### src/hdl/vdi_pkg.sv
// constants of the video decoder interrupt unit
package vdi_pkg;
  localparam logic [7:0] OFS_CONFIG     = 8'h40;
  localparam logic [7:0] OFS_LOCK_STAT  = 8'h42;
  localparam logic [7:0] OFS_LOCK_CLR   = 8'h43;
  localparam logic [7:0] OFS_LOCK_MASK  = 8'h44;
  localparam logic [7:0] OFS_FC_RAW     = 8'h45;
  localparam logic [7:0] OFS_FC_STAT    = 8'h46;
  localparam logic [7:0] OFS_FC_CLR     = 8'h47;
  localparam logic [7:0] OFS_FC_MASK    = 8'h48;
  localparam logic [7:0] OFS_SYNC_RAW   = 8'h49;
  localparam logic [7:0] OFS_SYNC_STAT  = 8'h4A;
  localparam logic [7:0] OFS_SYNC_CLR   = 8'h4B;
  localparam logic [7:0] OFS_SYNC_MASK  = 8'h4C;
  localparam logic [1:0] SUB_MAP_IRQ    = 2'h1;
  // config register fields
  localparam int CFG_DRIVE_LSB = 0;
  localparam int CFG_SWIRQ_BIT = 2;
  localparam int CFG_CP_LSB    = 4;
  localparam int CFG_LEN_LSB   = 6;
  localparam logic [7:0] CFG_RESET = 8'h00;
  // lock event bits
  localparam int LK_GAINED = 0;
  localparam int LK_LOST   = 1;
  localparam int LK_FREE   = 5;
  localparam int LK_COPY   = 6;
  localparam logic [7:0] LK_USED = 8'h63;
  // field/caption bits
  localparam int FC_CAPTION = 0;
  localparam int FC_FIELD   = 4;
  localparam int FC_RANGE   = 5;
  localparam int FC_SWIRQ   = 7;
  localparam logic [7:0] FC_USED = 8'hB1;
  // sync change bits
  localparam int SY_OUTSTD = 0;
  localparam int SY_VLOCK  = 1;
  localparam int SY_HLOCK  = 2;
  localparam int SY_AUTO   = 3;
  localparam int SY_SECAM  = 4;
  localparam int SY_SWING  = 5;
  localparam logic [7:0] SY_USED = 8'h3F;
  // drive styles, pulse lengths and copy-protect selects
  localparam logic [1:0] DRV_OPEN_DRAIN = 2'h0;
  localparam logic [1:0] DRV_LOW        = 2'h1;
  localparam logic [1:0] DRV_HIGH       = 2'h2;
  localparam logic [1:0] LEN_UNTIL_CLR  = 2'h3;
  localparam int LEN0_PERIODS = 3;
  localparam int LEN1_PERIODS = 15;
  localparam int LEN2_PERIODS = 63;
  localparam logic [1:0] CP_PSEUDO = 2'h1;
  localparam logic [1:0] CP_STRIPE = 2'h2;
  localparam logic [1:0] CP_EITHER = 2'h3;
endpackage

### src/hdl/vdi_interrupt_unit.sv
// interrupt unit: latched events, clears, masks and interrupt pin
// Behaviour
// RULE1: host selects interrupt sub map first
// RULE2: pin drive style open drain/low/high
// RULE3: pin pulse 3, 15, 63 periods or held
// RULE4: manual enable raises software status bit
// RULE5: copy-protect select picks pseudo, stripe, either
// RULE6: unlocked to locked sets lock-gained bit
// RULE7: locked to unlocked sets lock-lost bit
// RULE8: free-run status change sets latched bit
// RULE9: selected copy-protect detection sets latched bit
// RULE10: clear registers write-only, one clears bit
// RULE11: mask registers read/write, one allows
// RULE12: raw status read-only live conditions
// RULE13: raw field bit one for even field
// RULE14: range violation bit with clear, mask
// RULE15: caption raw live, latched held till clear
// RULE16: field change sets field-toggle latched bit
// RULE17: raw output rate and sync lock bits
// RULE18: output standard change sets latched bit
// RULE19: vsync, hsync, secam lock changes latch
// RULE20: autodetect result change sets latched bit
// RULE21: swinging burst lock change sets bit
// RULE22: unmasked set bit asserts interrupt pin
// RULE23: latched bit held until software clears
`timescale 1ns/1ps
`default_nettype none
module vdi_interrupt_unit
  import vdi_pkg::*;
(
  input  wire logic       clk,
  input  wire logic       rst_b,
  input  wire logic [1:0] sub_map_select,
  input  wire logic       regWrite,
  input  wire logic       regRead,
  input  wire logic [7:0] regAddr,
  input  wire logic [7:0] regWdata,
  output logic      [7:0] regRdata,
  input  wire logic       decoderLocked,
  input  wire logic       freeRun,
  input  wire logic       pseudoSync,
  input  wire logic       colourStripe,
  input  wire logic       captionDetect,
  input  wire logic       evenField,
  input  wire logic       rangeViolation,
  input  wire logic       outputRate50,
  input  wire logic       vertLock,
  input  wire logic       horizLock,
  input  wire logic       secamLock,
  input  wire logic [2:0] autoStandard,
  input  wire logic       swingLock,
  output logic            irqOut,
  output logic            irqOe
);
  // two-stage synchronisers on all decoder conditions (15 bits)
  localparam int NS = 15;
  logic [NS-1:0] rawIn;
  logic [NS-1:0] sync1_q;
  logic [NS-1:0] sync2_q;
  logic [NS-1:0] prev_q;
  logic          primed_q;
  // history holds a real sample only three edges after release
  logic [1:0]    warm_q;
  assign rawIn = {swingLock, autoStandard, secamLock, horizLock, vertLock,
                  outputRate50, rangeViolation, evenField, captionDetect,
                  colourStripe, pseudoSync, freeRun, decoderLocked};
  always_ff @(posedge clk) begin
    if (!rst_b) begin
      sync1_q  <= '0;
      sync2_q  <= '0;
      prev_q   <= '0;
      warm_q   <= 2'b00;
      primed_q <= 1'b0;
    end else begin
      sync1_q  <= rawIn;
      sync2_q  <= sync1_q;
      prev_q   <= sync2_q;
      warm_q   <= {warm_q[0], 1'b1};
      primed_q <= warm_q[1];
    end
  end
  logic lockS, freeS, psS, csS, capS, evenS, rangeS, rateS;
  logic vS, hS, secS, swS;
  logic [2:0] autoS;
  assign {swS, autoS, secS, hS, vS, rateS, rangeS, evenS, capS, csS, psS,
          freeS, lockS} = sync2_q;
  // no change events until the history register holds a real sample
  logic [NS-1:0] chg;
  assign chg = primed_q ? (sync2_q ^ prev_q) : '0;

  // register access only with the interrupt sub map selected
  logic selMap, wrEn;
  assign selMap = (sub_map_select == SUB_MAP_IRQ); // RULE1
  assign wrEn   = regWrite && selMap;

  logic [7:0] config_q;
  logic [7:0] lockMask_q, fcMask_q, syMask_q;
  always_ff @(posedge clk) begin
    if (!rst_b) begin
      config_q   <= CFG_RESET;
      lockMask_q <= 8'h00;
      fcMask_q   <= 8'h00;
      syMask_q   <= 8'h00;
    end else if (wrEn) begin
      if (regAddr == OFS_CONFIG)    config_q   <= regWdata;
      if (regAddr == OFS_LOCK_MASK) lockMask_q <= regWdata & LK_USED; // RULE11
      if (regAddr == OFS_FC_MASK)   fcMask_q   <= regWdata & FC_USED; // RULE11
      if (regAddr == OFS_SYNC_MASK) syMask_q   <= regWdata & SY_USED; // RULE11
    end
  end
  logic [1:0] driveSel, cpSel, lenSel;
  logic       swEnable;
  assign driveSel = config_q[CFG_DRIVE_LSB +: 2];
  assign cpSel    = config_q[CFG_CP_LSB +: 2];
  assign lenSel   = config_q[CFG_LEN_LSB +: 2];
  assign swEnable = config_q[CFG_SWIRQ_BIT];

  // write-one clear strobes; clear registers store nothing
  logic [7:0] lockClr, fcClr, syClr;
  assign lockClr = (wrEn && regAddr == OFS_LOCK_CLR) ? regWdata
                 : 8'h00; // RULE10
  assign fcClr   = (wrEn && regAddr == OFS_FC_CLR)   ? regWdata
                 : 8'h00; // RULE10
  assign syClr   = (wrEn && regAddr == OFS_SYNC_CLR) ? regWdata
                 : 8'h00; // RULE10

  // event sets
  logic       cpHit;
  logic [7:0] lockSet, fcSet, sySet;
  always_comb begin
    cpHit = 1'b0;
    unique case (cpSel) // RULE5
      CP_PSEUDO: cpHit = psS;
      CP_STRIPE: cpHit = csS;
      CP_EITHER: cpHit = psS || csS;
      default:   cpHit = 1'b0;
    endcase
  end
  always_comb begin
    lockSet = 8'h00;
    lockSet[LK_GAINED] = chg[0] && lockS;   // RULE6
    lockSet[LK_LOST]   = chg[0] && !lockS;  // RULE7
    lockSet[LK_FREE]   = chg[1];            // RULE8
    lockSet[LK_COPY]   = cpHit;             // RULE9
    fcSet = 8'h00;
    fcSet[FC_CAPTION] = capS;               // RULE15
    fcSet[FC_FIELD]   = chg[5];             // RULE16
    fcSet[FC_RANGE]   = rangeS;             // RULE14
    fcSet[FC_SWIRQ]   = swEnable;           // RULE4
    sySet = 8'h00;
    sySet[SY_OUTSTD] = chg[7];              // RULE18
    sySet[SY_VLOCK]  = chg[8];              // RULE19
    sySet[SY_HLOCK]  = chg[9];              // RULE19
    sySet[SY_SECAM]  = chg[10];             // RULE19
    sySet[SY_AUTO]   = |chg[13:11];         // RULE20
    sySet[SY_SWING]  = chg[NS-1];           // RULE21
  end

  // sticky flags; a set in the clearing cycle wins
  logic [7:0] lockStat_q, fcStat_q, syStat_q;
  always_ff @(posedge clk) begin
    if (!rst_b) begin
      lockStat_q <= 8'h00;
      fcStat_q   <= 8'h00;
      syStat_q   <= 8'h00;
    end else begin
      lockStat_q <= ((lockStat_q & ~lockClr) | lockSet) & LK_USED; // RULE23
      fcStat_q   <= ((fcStat_q & ~fcClr) | fcSet) & FC_USED;       // RULE23
      syStat_q   <= ((syStat_q & ~syClr) | sySet) & SY_USED;       // RULE23
    end
  end

  // raw views
  logic [7:0] fcRaw, syRaw;
  assign fcRaw = {2'b00, rangeS, evenS, 3'b000, capS}; // RULE12 RULE13 RULE15
  assign syRaw = {3'b000, secS, 1'b0, hS, vS, rateS};  // RULE12 RULE17

  // read data, registered; unmapped or other sub map reads zero
  always_ff @(posedge clk) begin
    if (!rst_b) begin
      regRdata <= 8'h00;
    end else if (regRead) begin
      if (!selMap) begin
        regRdata <= 8'h00;
      end else begin
        unique case (regAddr)
          OFS_CONFIG:    regRdata <= config_q;
          OFS_LOCK_STAT: regRdata <= lockStat_q;
          OFS_LOCK_MASK: regRdata <= lockMask_q;
          OFS_FC_RAW:    regRdata <= fcRaw;
          OFS_FC_STAT:   regRdata <= fcStat_q;
          OFS_FC_MASK:   regRdata <= fcMask_q;
          OFS_SYNC_RAW:  regRdata <= syRaw;
          OFS_SYNC_STAT: regRdata <= syStat_q;
          OFS_SYNC_MASK: regRdata <= syMask_q;
          default:       regRdata <= 8'h00;
        endcase
      end
    end
  end

  // pin pulse: started when pending goes from no cause to some cause
  logic pending, pendingPrev_q, rise;
  logic [5:0] pulseCnt_q;
  logic [5:0] pulseLen;
  logic       active;
  assign pending = |(lockStat_q & lockMask_q) | |(fcStat_q & fcMask_q)
                 | |(syStat_q & syMask_q); // RULE22
  assign rise = pending && !pendingPrev_q;
  always_comb begin
    unique case (lenSel) // RULE3
      2'h0:    pulseLen = 6'(LEN0_PERIODS);
      2'h1:    pulseLen = 6'(LEN1_PERIODS);
      default: pulseLen = 6'(LEN2_PERIODS);
    endcase
  end
  always_ff @(posedge clk) begin
    if (!rst_b) begin
      pendingPrev_q <= 1'b0;
      pulseCnt_q    <= 6'h00;
    end else begin
      pendingPrev_q <= pending;
      if (rise) pulseCnt_q <= pulseLen; // RULE3
      else if (pulseCnt_q != 6'h00) pulseCnt_q <= pulseCnt_q - 6'h01;
    end
  end
  // limitation: a pulse only restarts after all pending causes clear
  assign active = (lenSel == LEN_UNTIL_CLR) ? pending
                : (rise || pulseCnt_q > 6'h01);
  always_ff @(posedge clk) begin
    if (!rst_b) begin
      irqOut <= 1'b0;
      irqOe  <= 1'b0;
    end else begin
      unique case (driveSel) // RULE2
        DRV_OPEN_DRAIN: begin
          irqOut <= 1'b0;
          irqOe  <= active;
        end
        DRV_LOW: begin
          irqOut <= !active;
          irqOe  <= 1'b1;
        end
        DRV_HIGH: begin
          irqOut <= active;
          irqOe  <= 1'b1;
        end
        default: begin
          irqOut <= 1'b0;
          irqOe  <= 1'b0;
        end
      endcase
    end
  end

  // checks
  property p_lock_gain;
    @(posedge clk) disable iff (!rst_b)
      (primed_q && lockS && !prev_q[0]) |=> lockStat_q[LK_GAINED];
  endproperty
  a_lock_gain: assert property (p_lock_gain) // RULE6
    else $error("lock gain lost");
  property p_lock_lost;
    @(posedge clk) disable iff (!rst_b)
      (primed_q && !lockS && prev_q[0]) |=> lockStat_q[LK_LOST];
  endproperty
  a_lock_lost: assert property (p_lock_lost) // RULE7
    else $error("lock lost missed");
  property p_hold;
    @(posedge clk) disable iff (!rst_b)
      (syStat_q[SY_VLOCK] && !syClr[SY_VLOCK]) |=> syStat_q[SY_VLOCK];
  endproperty
  a_hold: assert property (p_hold) // RULE23
    else $error("flag dropped");
  property p_clear;
    @(posedge clk) disable iff (!rst_b)
      (fcClr[FC_FIELD] && !chg[5]) |=> !fcStat_q[FC_FIELD];
  endproperty
  a_clear: assert property (p_clear) // RULE10
    else $error("clear ignored");
  property p_sw;
    @(posedge clk) disable iff (!rst_b)
      swEnable |=> fcStat_q[FC_SWIRQ];
  endproperty
  a_sw: assert property (p_sw) // RULE4
    else $error("soft irq missing");
  property p_mask;
    @(posedge clk) disable iff (!rst_b)
      (!pending && lenSel == LEN_UNTIL_CLR && driveSel == DRV_HIGH)
      |=> !irqOut;
  endproperty
  a_mask: assert property (p_mask) // RULE22
    else $error("irq without cause");
  property p_pulse3;
    @(posedge clk) disable iff (!rst_b)
      (rise && lenSel == 2'h0 && driveSel == DRV_HIGH &&
       $stable(config_q)) |=> irqOut [*3] ##1 !irqOut;
  endproperty
  a_pulse3: assert property (p_pulse3) // RULE3
    else $error("pulse length wrong");
  property p_od;
    @(posedge clk) disable iff (!rst_b)
      (driveSel == DRV_OPEN_DRAIN && $stable(driveSel)) |=> !irqOut;
  endproperty
  a_od: assert property (p_od) // RULE2
    else $error("open drain drove high");
  property p_drv_low;
    @(posedge clk) disable iff (!rst_b)
      (driveSel == DRV_LOW) |=> irqOe;
  endproperty
  a_drv_low: assert property (p_drv_low) // RULE2
    else $error("drive low style let go of pin");
  property p_free;
    @(posedge clk) disable iff (!rst_b)
      chg[1] |=> lockStat_q[LK_FREE];
  endproperty
  a_free: assert property (p_free) // RULE8
    else $error("free-run change missed");
  property p_copy;
    @(posedge clk) disable iff (!rst_b)
      (cpSel == CP_EITHER && (psS || csS)) |=> lockStat_q[LK_COPY];
  endproperty
  a_copy: assert property (p_copy) // RULE9
    else $error("copy-protect event missed");
  property p_copy_sel;
    @(posedge clk) disable iff (!rst_b)
      (cpSel == CP_STRIPE && !csS && !lockStat_q[LK_COPY])
      |=> !lockStat_q[LK_COPY];
  endproperty
  a_copy_sel: assert property (p_copy_sel) // RULE5
    else $error("copy-protect set by unselected event");
  property p_field;
    @(posedge clk) disable iff (!rst_b)
      chg[5] |=> fcStat_q[FC_FIELD];
  endproperty
  a_field: assert property (p_field) // RULE16
    else $error("field change missed");
  property p_auto;
    @(posedge clk) disable iff (!rst_b)
      (|chg[13:11]) |=> syStat_q[SY_AUTO];
  endproperty
  a_auto: assert property (p_auto) // RULE20
    else $error("autodetect change missed");
  property p_swing;
    @(posedge clk) disable iff (!rst_b)
      chg[NS-1] |=> syStat_q[SY_SWING];
  endproperty
  a_swing: assert property (p_swing) // RULE21
    else $error("swinging burst change missed");
  c_pin: cover property (@(posedge clk) disable iff (!rst_b) irqOe && irqOut);
  c_held: cover property (@(posedge clk) disable iff (!rst_b)
    lenSel == LEN_UNTIL_CLR && irqOut);
  c_gain: cover property (@(posedge clk) disable iff (!rst_b)
    lockSet[LK_GAINED]);
  c_auto: cover property (@(posedge clk) disable iff (!rst_b) sySet[SY_AUTO]);
endmodule
`default_nettype wire

### config.mk
export PLATFORM = sky130hd
export DESIGN_NAME = vdi_interrupt_unit
export DESIGN_NICKNAME = d
export VERILOG_FILES = /design/src/hdl/vdi_pkg.sv /design/src/hdl/vdi_interrupt_unit.sv
export SDC_FILE = /design/constraint.sdc
export NUM_CORES = 1
export LEC_CHECK = 0
export BUFFER_PORTS_ARGS = -buffer_cell sky130_fd_sc_hd__buf_2
export CAP_MARGIN = 30
export CORE_ASPECT_RATIO = 1.4
export CORE_MARGIN = 1
export CORE_UTILIZATION = 54
export CTS_BUF_LIST = sky130_fd_sc_hd__clkbuf_4 sky130_fd_sc_hd__clkbuf_8
export DETAILED_ROUTE_END_ITERATION = 6
export GPL_TIMING_DRIVEN = 0
export HOLD_SLACK_MARGIN = 0.05
export PLACE_DENSITY = 0.77
export RECOVER_POWER = 50
export SYNTH_ARGS = -nofsm -noshare
export SYNTH_HDL_FRONTEND = slang
export SYNTH_SLANG_ARGS = --single-unit
### constraint.sdc
create_clock -name clk -period 1.6 [get_ports clk]
set_input_delay 0.24 -clock clk [delete_from_list [all_inputs] [get_ports clk]]
set_output_delay 0.24 -clock clk [all_outputs]
set_load 0.02 [all_outputs]
==> impl_metrics.csv, run 1 <==
group,metric,value,unit
min_path,hold_class,"in -> reg",
worst_setup_path,cpMaxStageDelayCell,"or4b_4",
placed_design,portBuffers,46,
outcome,violations,"negative setup slack",
logic_synthesis,synth_top_area_share,0.4689,
power,power,0.005115,W
routing,ant_nets,0,
logic_synthesis,syn_nets,477,
worst_setup_path,worst_setup_path_end_kind,"flip-flop",
floorplan,die_area,0.008029,mm2
logic_synthesis,ys.warnings.count,0,
logic_synthesis,synth.avg_cell_area,9.565,um2
placed_design,place_hpwl,7779,um
power,p_per_area,1060,mW/mm2
sta,period_share,1.010,
logic_synthesis,syn_area,0.004141,mm2
routing,viasPerCell,5.679,
cells_and_area,drive_gt1_frac,0.1827,
floorplan,die_y,105.6,um
grt,grt_pass1_wl,16430,um
power,p_sw,0.001382,W
sta,setup-violations-final,2,
worst_setup_path,critPathKind,"in -> reg",
cells_and_area,nets,538,
grt,overflow,0,
logic_synthesis,netlist_instances,433,
power,clock_power_share,0.315,
outcome,outcome,"finished, violations left",
worst_setup_path,crit_buf_inv,3,
floorplan,io-pin-count,47,
logic_synthesis,synth.distinct_cells,55,
routing,drc,0,
flow_run,cap_viol_max_count,0,
routing,dr.pass1.iters,5,
placed_design,place_inst,576,
grt,grt_max_degree,16,
cts,cts.reportedPaths.clkPinSlew,0.09,ns
grt,antenna_found_initial,0,
logic_synthesis,yosysSeqAreaShare,0.4689,
worst_setup_path,cpMostUsedCell,"buf_2",
routing,routed_wl,10390,um
routing,drt_iter0_markers,283,
cts,cts_buffers,9,
cells_and_area,layout_commonest_cell,"dfxtp_1",
cts,cts_buffer_depth,2,
cts,insertion_delay,0.37,ns
sta,setup_ws,-0.01605,ns
logic_synthesis,synth_seq_cells,97,
logic_synthesis,yosysTopAreaCell,"dfxtp_1",
worst_setup_path,critical_path_arrival,1.90,ns
cells_and_area,n_antenna_cell,0,
sta,hold_viol_final,0,
routing,vias,3379,
logic_synthesis,synth-async-reset-ratio,0,
cts,clockRootBuffer,"clkbuf_8",
placed_design,globalplace.congestion,0.9553,
grt,gr-usage-all-layers,0.2731,
floorplan,dieWidth,76.02,um
sta,slew_headroom,0.5863,
routing,wl_per_cell,17.46,um
power,seqPwrFrac,0.521,
cts,htree_levels,3,
power,total_leakage_power,1.943,nW
grt,grt_pass1_vias,3223,
floorplan,core_area,0.007407,mm2
cells_and_area,n_fill_cell,655,
power,swShare,0.2701,
logic_synthesis,ys.flop_type,"dfxtp_1",
sta,fin_skew,0.01021,ns
sta,setup_tns,-0.01987,ns
worst_setup_path,cp_max_fo,10,
cells_and_area,layoutNonFillerInstCount,595,
worst_setup_path,worst_path_largest_cell_delay,0.57,ns
floorplan,initial_core_util,0.5591,
worst_setup_path,path_delay_family,"simple AND/OR/NAND/NOR gates",
power,internal-power,0.003734,W
floorplan,rows,37,
cells_and_area,area_growth,16.56,%
sta,tightest_slew,0.6206,ns
sta,min_period,1.616,ns
cts,cts_sinks,97,
sta,slew_viol_final,0,
worst_setup_path,cp.required,1.89,ns
worst_setup_path,cp_cell_sequence,"buf_2 > or4b_4 > buf_12 > and3b_2 > buf_2 > nand3_1 > a21boi_0",
cells_and_area,layout.cells.most_common_list,"dfxtp_1, buf_2, nand2_1, and2_1",
cts,cts_tree,"built",
power,max-vdd-ir-drop,0.7544,mV
logic_synthesis,synth.area.top_cells,"dfxtp_1, and2_1, a21boi_0, nand2_1, nor2b_1",
sta,fmaxAchievable,618.8,MHz
power,p_comb_frac,0.164,
worst_setup_path,startpoint_type,"primary input",
logic_synthesis,synth_edf_count,0,
sta,rsz0062_at_grt,"yes",
cell type report:
type                            count  area [um2]  share of cell area
Buffer                             20       110.1             0.02281
Clock buffer                       11       145.1             0.03007
Clock inverter                      4       52.55             0.01089
Inverter                            9       33.78            0.006998
Multi-Input combinational cell    306        2167              0.4489
Sequential cell                    97        1943              0.4025
Tap cell                           97       121.4             0.02514
Timing Repair Buffer               51       254.0             0.05262
stage by stage:
stage	hold WS (ns)	utilization	worst slack [ns]	cell area [um2]
2_1_floorplan	0.2677	-	-0.06105	4146
3_3_place_gp	0.3604	0.6073	-0.4556	4498
3_5_place_dp	0.3702	0.6073	-0.4472	4498
4_1_cts	0.06836	0.6390	0.003715	4733
5_1_grt	0.06092	0.6517	-0.03266	4827
6_report	0.07745	0.6517	-0.01605	4827
state kept, by name (all words and copies together), names as in the netlist, 6 cells and up:
| register | count |
|---|---|
| sync1_q | 15 |
| sync2_q | 15 |
| prev_q | 11 |
| config_q | 8 |
| regRdata | 8 |
| pulseCnt_q | 6 |
| syMask_q | 6 |
| syStat_q | 6 |
synth_stat cells (all sizes together), types with 7 or more instances:
| cell type | instances |
|---|---|
| a22oi | 15 |
| and2 | 45 |
| inv | 9 |
| nor2 | 12 |
| xor2 | 10 |
| o21ai | 9 |
| nor2b | 24 |
| a21boi | 24 |
| nand2 | 41 |
| clkbuf | 15 |
| o21a | 12 |
| nand3 | 27 |
| dfxtp | 97 |
| ha | 7 |
| mux2i | 14 |
logic make-up after synthesis:
group / share of synthesized area
compound gates: 0.1638
fa+ha+maj: 0.02115
buf+inv: 0.03202
simple gates: 0.2459
flops: 0.4689
mux: 0.03655
xor+xnor: 0.03172
worst reg2reg max path, delay by kind of cell (launching register included):
kind | cells | cell delay [ns]
compound gates | 3 | 0.79
flops | 1 | 0.34
simple gates | 2 | 0.28
final timing paths:
path                                  from  slack [ns]  cells past startpoint                         end
setup / recovery                regAddr[5]       -0.02                      7    config_q[2]$_SDFFE_PN0P_
hold / removal                   evenField        0.08                      2       sync1_q[5]$_SDFF_PN0_
setup reg to reg  fcMask_q[4]$_SDFFE_PN0P_        0.09                      5  pulseCnt_q[4]$_SDFFE_PN0P_
hold reg to reg     sync1_q[10]$_SDFF_PN0_        0.44                      1      sync2_q[10]$_SDFF_PN0_
power by group through the flow:
stage / registers [W] / clock network (W) / logic (W)
final: 0.00266 / 0.00161 / 0.000839
after global routing: 0.00268 / 0.00174 / 0.000950
after CTS: 0.00265 / 0.00162 / 0.000825
after detailed placement: 0.00271 / 0 / 0.000817
after global placement: 0.00270 / 0 / 0.000794
after floorplan: 0.00269 / 0 / 0.000598
routing by layer:
| metal | track usage | up-vias | wire, um |
|---|---|---|---|
| li1 | - | 1623 | - |
| met1 | 0.2965 | 1583 | 3991 |
| met2 | 0.5000 | 136 | 5383 |
| met3 | 0.04156 | 37 | 547 |
| met4 | 0.1580 | 0 | 464 |
| met5 | 0 | - | 0 |
timing repair:
| item | CTS | global route |
|---|---|---|
| hold buffers | 1 | 0 |
| gates cloned | 0 | 1 |
| endpoints found under the hold margin | 1 | 0 |
| gates resized for setup | 6 | 23 |
| pin swaps | 0 | 7 |
| endpoints found under the setup margin | 16 | 24 |
| buffers inserted | 0 | 3 |
(Power assumes the default switching activity.)
==> run 2: changes to the inputs <==
--- a/config.mk
+++ b/config.mk
@@ -19,3 +19,4 @@
 export SYNTH_ARGS = -nofsm -noshare
 export SYNTH_HDL_FRONTEND = slang
 export SYNTH_SLANG_ARGS = --single-unit
+export TNS_END_PERCENT = 20
==> impl_metrics.csv, run 2 (synthesis results as in run 1) <==
group,metric,value,unit
min_path,holdPathEnd,"sync1_q[11]$_SDFF_PN0_",
cells_and_area,n_antenna_cell,0,
floorplan,die_y,105.6,um
cts,cts_sinks,97,
power,max-vdd-ir-drop,1.316,mV
routing,routed_wl,10250,um
outcome,outcome,"finished, violations left",
sta,rsz0062_at_grt,"yes",
cells_and_area,area_growth,15.86,%
sta,min_period,1.609,ns
routing,viasPerCell,5.699,
cts,cts_buffers,9,
sta,setup-violations-final,1,
worst_setup_path,r2r-end,"irqOut$_SDFF_PN0_",
placed_design,portBuffers,46,
min_path,hold_class,"in -> reg",
worst_setup_path,path_delay_family,"simple AND/OR/NAND/NOR gates",
floorplan,initial_core_util,0.5591,
sta,slew_viol_final,0,
routing,ant_nets,0,
min_path,hold_start,"autoStandard[0]",
cells_and_area,reg.largest.list,"sync1_q (15), sync2_q (15), prev_q (11)",
grt,overflow,0,
sta,period_share,1.005,
routing,dr.pass1.iters,7,
cells_and_area,nets,537,
cells_and_area,layout_commonest_cell,"dfxtp_1",
routing,wl_per_cell,17.23,um
worst_setup_path,cp_cell_sequence,"buf_2 > or4b_4 > buf_12 > nor3_4 > and2b_2 > a21boi_1 > o21a_1",
sta,fin_skew,0.01569,ns
worst_setup_path,worst_path_largest_cell_delay,0.57,ns
sta,hold_viol_final,0,
floorplan,core_area,0.007407,mm2
sta,fmaxAchievable,621.7,MHz
cts,insertion_delay,0.36,ns
floorplan,io-pin-count,47,
grt,grt_pass1_wl,16130,um
worst_setup_path,critPathKind,"in -> reg",
sta,setup_ws,-0.008612,ns
worst_setup_path,crit_buf_inv,2,
routing,drc,0,
sta,setup_tns,-0.008612,ns
sta,tightest_slew,0.6310,ns
grt,grt_max_degree,17,
worst_setup_path,worst_setup_path_end_kind,"flip-flop",
worst_setup_path,cp.required,1.85,ns
worst_setup_path,startpoint_type,"primary input",
cells_and_area,n_fill_cell,665,
cts,cts_buffer_depth,2,
cts,htree_levels,3,
worst_setup_path,cpMaxStageDelayCell,"or4b_4",
grt,gr-usage-all-layers,0.2633,
power,p_per_area,1090,mW/mm2
cells_and_area,layout.cells.most_common_list,"dfxtp_1, nand2_1, buf_2, and2_1, nand3_1",
worst_setup_path,critical_path_arrival,1.86,ns
floorplan,dieWidth,76.02,um
power,total_leakage_power,1.945,nW
floorplan,die_area,0.008029,mm2
grt,antenna_found_initial,0,
flow_run,cap_viol_max_count,0,
worst_setup_path,cp_max_fo,9,
worst_setup_path,r2r_start,"fcStat_q[4]$_SDFF_PN0_",
routing,vias,3391,
outcome,violations,"negative setup slack",
placed_design,place_hpwl,7672,um
cts,cts.reportedPaths.clkPinSlew,0.09,ns
grt,grt_pass1_vias,3192,
routing,drt_iter0_markers,277,
cts,cts_tree,"built",
placed_design,globalplace.congestion,0.8901,
cts,clockRootBuffer,"clkbuf_8",
sta,slew_headroom,0.5793,
cells_and_area,drive_gt1_frac,0.1627,
worst_setup_path,reg2reg_slack,0.02,ns
floorplan,rows,37,
worst_setup_path,rr_worst_depth,5,
min_path,min_path_cells,2,
placed_design,place_ws,-0.4307,ns
## run 2: worst max-delay path by stage
| stage | start | end | slack [ns] | cells after the start |
|---|---|---|---|---|
| floorplan | regAddr[5] | fcStat_q[0]$_SDFF_PN0_ | -0.06 | 6 |
| global placement | sub_map_select[1] | lockStat_q[0]$_SDFF_PN0_ | -0.42 | 7 |
| detailed placement | sub_map_select[1] | lockStat_q[0]$_SDFF_PN0_ | -0.43 | 7 |
| CTS | regAddr[5] | fcStat_q[7]$_SDFF_PN0_ | -0.01 | 7 |
| global route | regAddr[3] | regRdata[5]$_SDFFE_PN0P_ | -0.07 | 7 |
| finish | regAddr[5] | fcStat_q[7]$_SDFF_PN0_ | -0.009 | 7 |
## run 2: cell type report
type	instances	area, um2	area share
clock inverters	6	90.09	0.01877
flip-flops and latches	97	1942	0.4047
repair buffers	49	242.7	0.05059
well taps	97	121.4	0.02529
plain buffers	21	117.6	0.02451
inverters	9	33.78	0.007040
multi-input cells	306	2120	0.4417
clock buffers	10	131.4	0.02738
## run 2: routing by layer
layer / GRT usage / up-vias / share of wire
met1: 0.2845 / 1604 / 0.40
met2: 0.4883 / 126 / 0.52
met5: 0 / - / 0
met3: 0.02771 / 34 / 0.038
met4: 0.1621 / 0 / 0.047
li1: - / 1627 / -
## run 2: per-stage QoR
stage                     hold WS (ns)  total power [W]  instance area, um2  utilization  cells
final                          0.08836         0.005228                4798       0.6478    595
after floorplan                 0.2677         0.003292                4144            -    433
after CTS                      0.07287         0.005245                4747       0.6409    593
after global routing           0.07909         0.005459                4798       0.6478    595
after global placement          0.3605         0.003490                4496       0.6069    576
after detailed placement        0.3595         0.003523                4496       0.6069    576
## run 2: timing repair
action,CTS,global route
pin swaps,0,2
hold endpoints to repair,1,0
resized for setup,4,15
buffers inserted,0,2
hold buffers,1,0
endpoints found under the setup margin,11,36
## run 2: power by group
part | switching [W] | total, W | internal (W)
sequential | 0.000100 | 0.00265 | 0.00255
combinational | 0.000436 | 0.000827 | 0.000391
clock | 0.000847 | 0.00175 | 0.000904
==> run 3: changes to the inputs <==
--- a/config.mk
+++ b/config.mk
@@ -15,7 +15,7 @@
 export GPL_TIMING_DRIVEN = 0
 export HOLD_SLACK_MARGIN = 0.05
 export PLACE_DENSITY = 0.77
-export RECOVER_POWER = 50
+export RECOVER_POWER = 25
 export SYNTH_ARGS = -nofsm -noshare
 export SYNTH_HDL_FRONTEND = slang
 export SYNTH_SLANG_ARGS = --single-unit
==> impl_metrics.csv, run 3 (synthesis results as in run 1) <==
group,metric,value,unit
grt,grt_max_degree,17,
routing,top_layer_used,"met4",
worst_setup_path,critPathKind,"in -> reg",
outcome,violations,"negative setup slack",
flow_run,cap_viol_max_count,0,
power,total_leakage_power,1.968,nW
worst_setup_path,path_delay_family,"simple AND/OR/NAND/NOR gates",
worst_setup_path,startpoint_type,"primary input",
placed_design,globalplace.congestion,0.8901,
cells_and_area,reg.largest.list,"sync1_q (15), sync2_q (15), prev_q (11)",
grt,overflow,0,
sta,setup-violations-final,2,
placed_design,portBuffers,46,
cts,htree_levels,3,
floorplan,die_y,105.6,um
placed_design,place_ws,-0.4307,ns
cells_and_area,drive_gt1_frac,0.1707,
routing,wl_met2,5252,um
sta,rsz0062_at_grt,"yes",
cts,cts.reportedPaths.clkPinSlew,0.10,ns
routing,met3_length,440,um
min_path,hold_start,"evenField",
outcome,outcome,"finished, violations left",
worst_setup_path,worst_path_largest_cell_delay,0.57,ns
power,max-vdd-ir-drop,1.329,mV
power,p_per_area,1090,mW/mm2
cells_and_area,area_growth,15.98,%
sta,hold_viol_final,0,
floorplan,io-pin-count,47,
sta,min_period,1.614,ns
routing,dr.pass1.iters,6,
routing,ant_nets,0,
cells_and_area,n_antenna_cell,0,
worst_setup_path,cpMaxStageDelayCell,"or4b_4",
cells_and_area,final_core_util,0.6485,
sta,slew_viol_final,0,
routing,viasPerCell,5.704,
grt,grt_pass1_vias,3192,
sta,setup_ws,-0.01392,ns
min_path,hold_class,"in -> reg",
cts,cts_tree,"built",
worst_setup_path,cp-startpoint,"regAddr[5]",
routing,drt_iter0_markers,283,
grt,antenna_found_initial,0,
placed_design,place_hpwl,7672,um
sta,tightest_slew,0.6227,ns
routing,wl_per_cell,17.29,um
cts,cts_buffer_depth,2,
cells_and_area,layout_commonest_cell,"dfxtp_1",
worst_setup_path,r2r_start,"fcStat_q[4]$_SDFF_PN0_",
cts,cts_sinks,97,
grt,gr-usage-all-layers,0.2633,
cts,cts_buffers,9,
floorplan,die_area,0.008029,mm2
worst_setup_path,crit_buf_inv,3,
cts,clockRootBuffer,"clkbuf_8",
worst_setup_path,cp.required,1.90,ns
floorplan,dieWidth,76.02,um
routing,drc,0,
floorplan,initial_core_util,0.5591,
sta,fin_skew,0.01597,ns
worst_setup_path,cp_cell_sequence,"buf_2 > or4b_4 > buf_12 > buf_4 > nor4_1 > a32oi_1 > o21ai_0",
cts,insertion_delay,0.36,ns
floorplan,core_area,0.007407,mm2
routing,wl_met1,4080,um
worst_setup_path,reg2reg_slack,0.01,ns
floorplan,rows,37,
routing,vias,3394,
cells_and_area,nets,537,
worst_setup_path,critical_path_arrival,1.91,ns
cells_and_area,layout.cells.most_common_list,"dfxtp_1, buf_2, nand2_1, and2_1, nand3_1",
sta,fmaxAchievable,619.6,MHz
sta,slew_headroom,0.5849,
sta,period_share,1.009,
worst_setup_path,cp_max_fo,9,
routing,routed_wl,10290,um
grt,grt_pass1_wl,16130,um
worst_setup_path,worst_setup_path_end_kind,"flip-flop",
run 3: final timing paths:
path,end,cells after the start
max,regRdata[6]$_SDFFE_PN0P_,7
min reg2reg,sync2_q[14]$_SDFF_PN0_,1
max reg2reg,irqOut$_SDFF_PN0_,5
min,sync1_q[5]$_SDFF_PN0_,2
run 3: where the power goes:
group	switching [W]	internal (W)
logic	0.000436	0.000391
clock network	0.000852	0.000904
registers	0.000100	0.00255
run 3: what timing repair did:
item	4_1_cts	5_1_grt
resized for setup	4	15
pin swaps	0	2
endpoints found under the setup margin	11	36
hold buffers	1	0
buffers inserted	0	2
hold endpoints to repair	1	0
run 3: metrics by stage:
| step | cell area [um2] | hold slack, ns | total power, W | std cells | TNS [ns] |
|---|---|---|---|---|---|
| global route | 4803 | 0.07909 | 0.005459 | 595 | -0.4045 |
| floorplan | 4144 | 0.2677 | 0.003292 | 433 | -1.353 |
| finish | 4803 | 0.08795 | 0.005234 | 595 | -0.01614 |
| detailed placement | 4496 | 0.3595 | 0.003523 | 576 | -15.66 |
| global placement | 4496 | 0.3605 | 0.003490 | 576 | -15.01 |
| CTS | 4747 | 0.07287 | 0.005245 | 593 | -0.01285 |
run 3: cell type report:
| class | count | area (um2) |
|---|---|---|
| Buffer | 21 | 117.6 |
| Clock inverter | 6 | 90.09 |
| Tap cell | 97 | 121.4 |
| Timing Repair Buffer | 49 | 247.7 |
| Fill cell | 664 | 2604 |
| Clock buffer | 10 | 131.4 |
| Sequential cell | 97 | 1942 |
| Multi-Input combinational cell | 306 | 2120 |
| Inverter | 9 | 33.78 |
run 3: routing by layer:
metal  global-route usage  up-vias
met5                    0        -
li1                     -     1624
met1               0.2845     1604
met2               0.4883      130
met3              0.02771       36
met4               0.1621        0
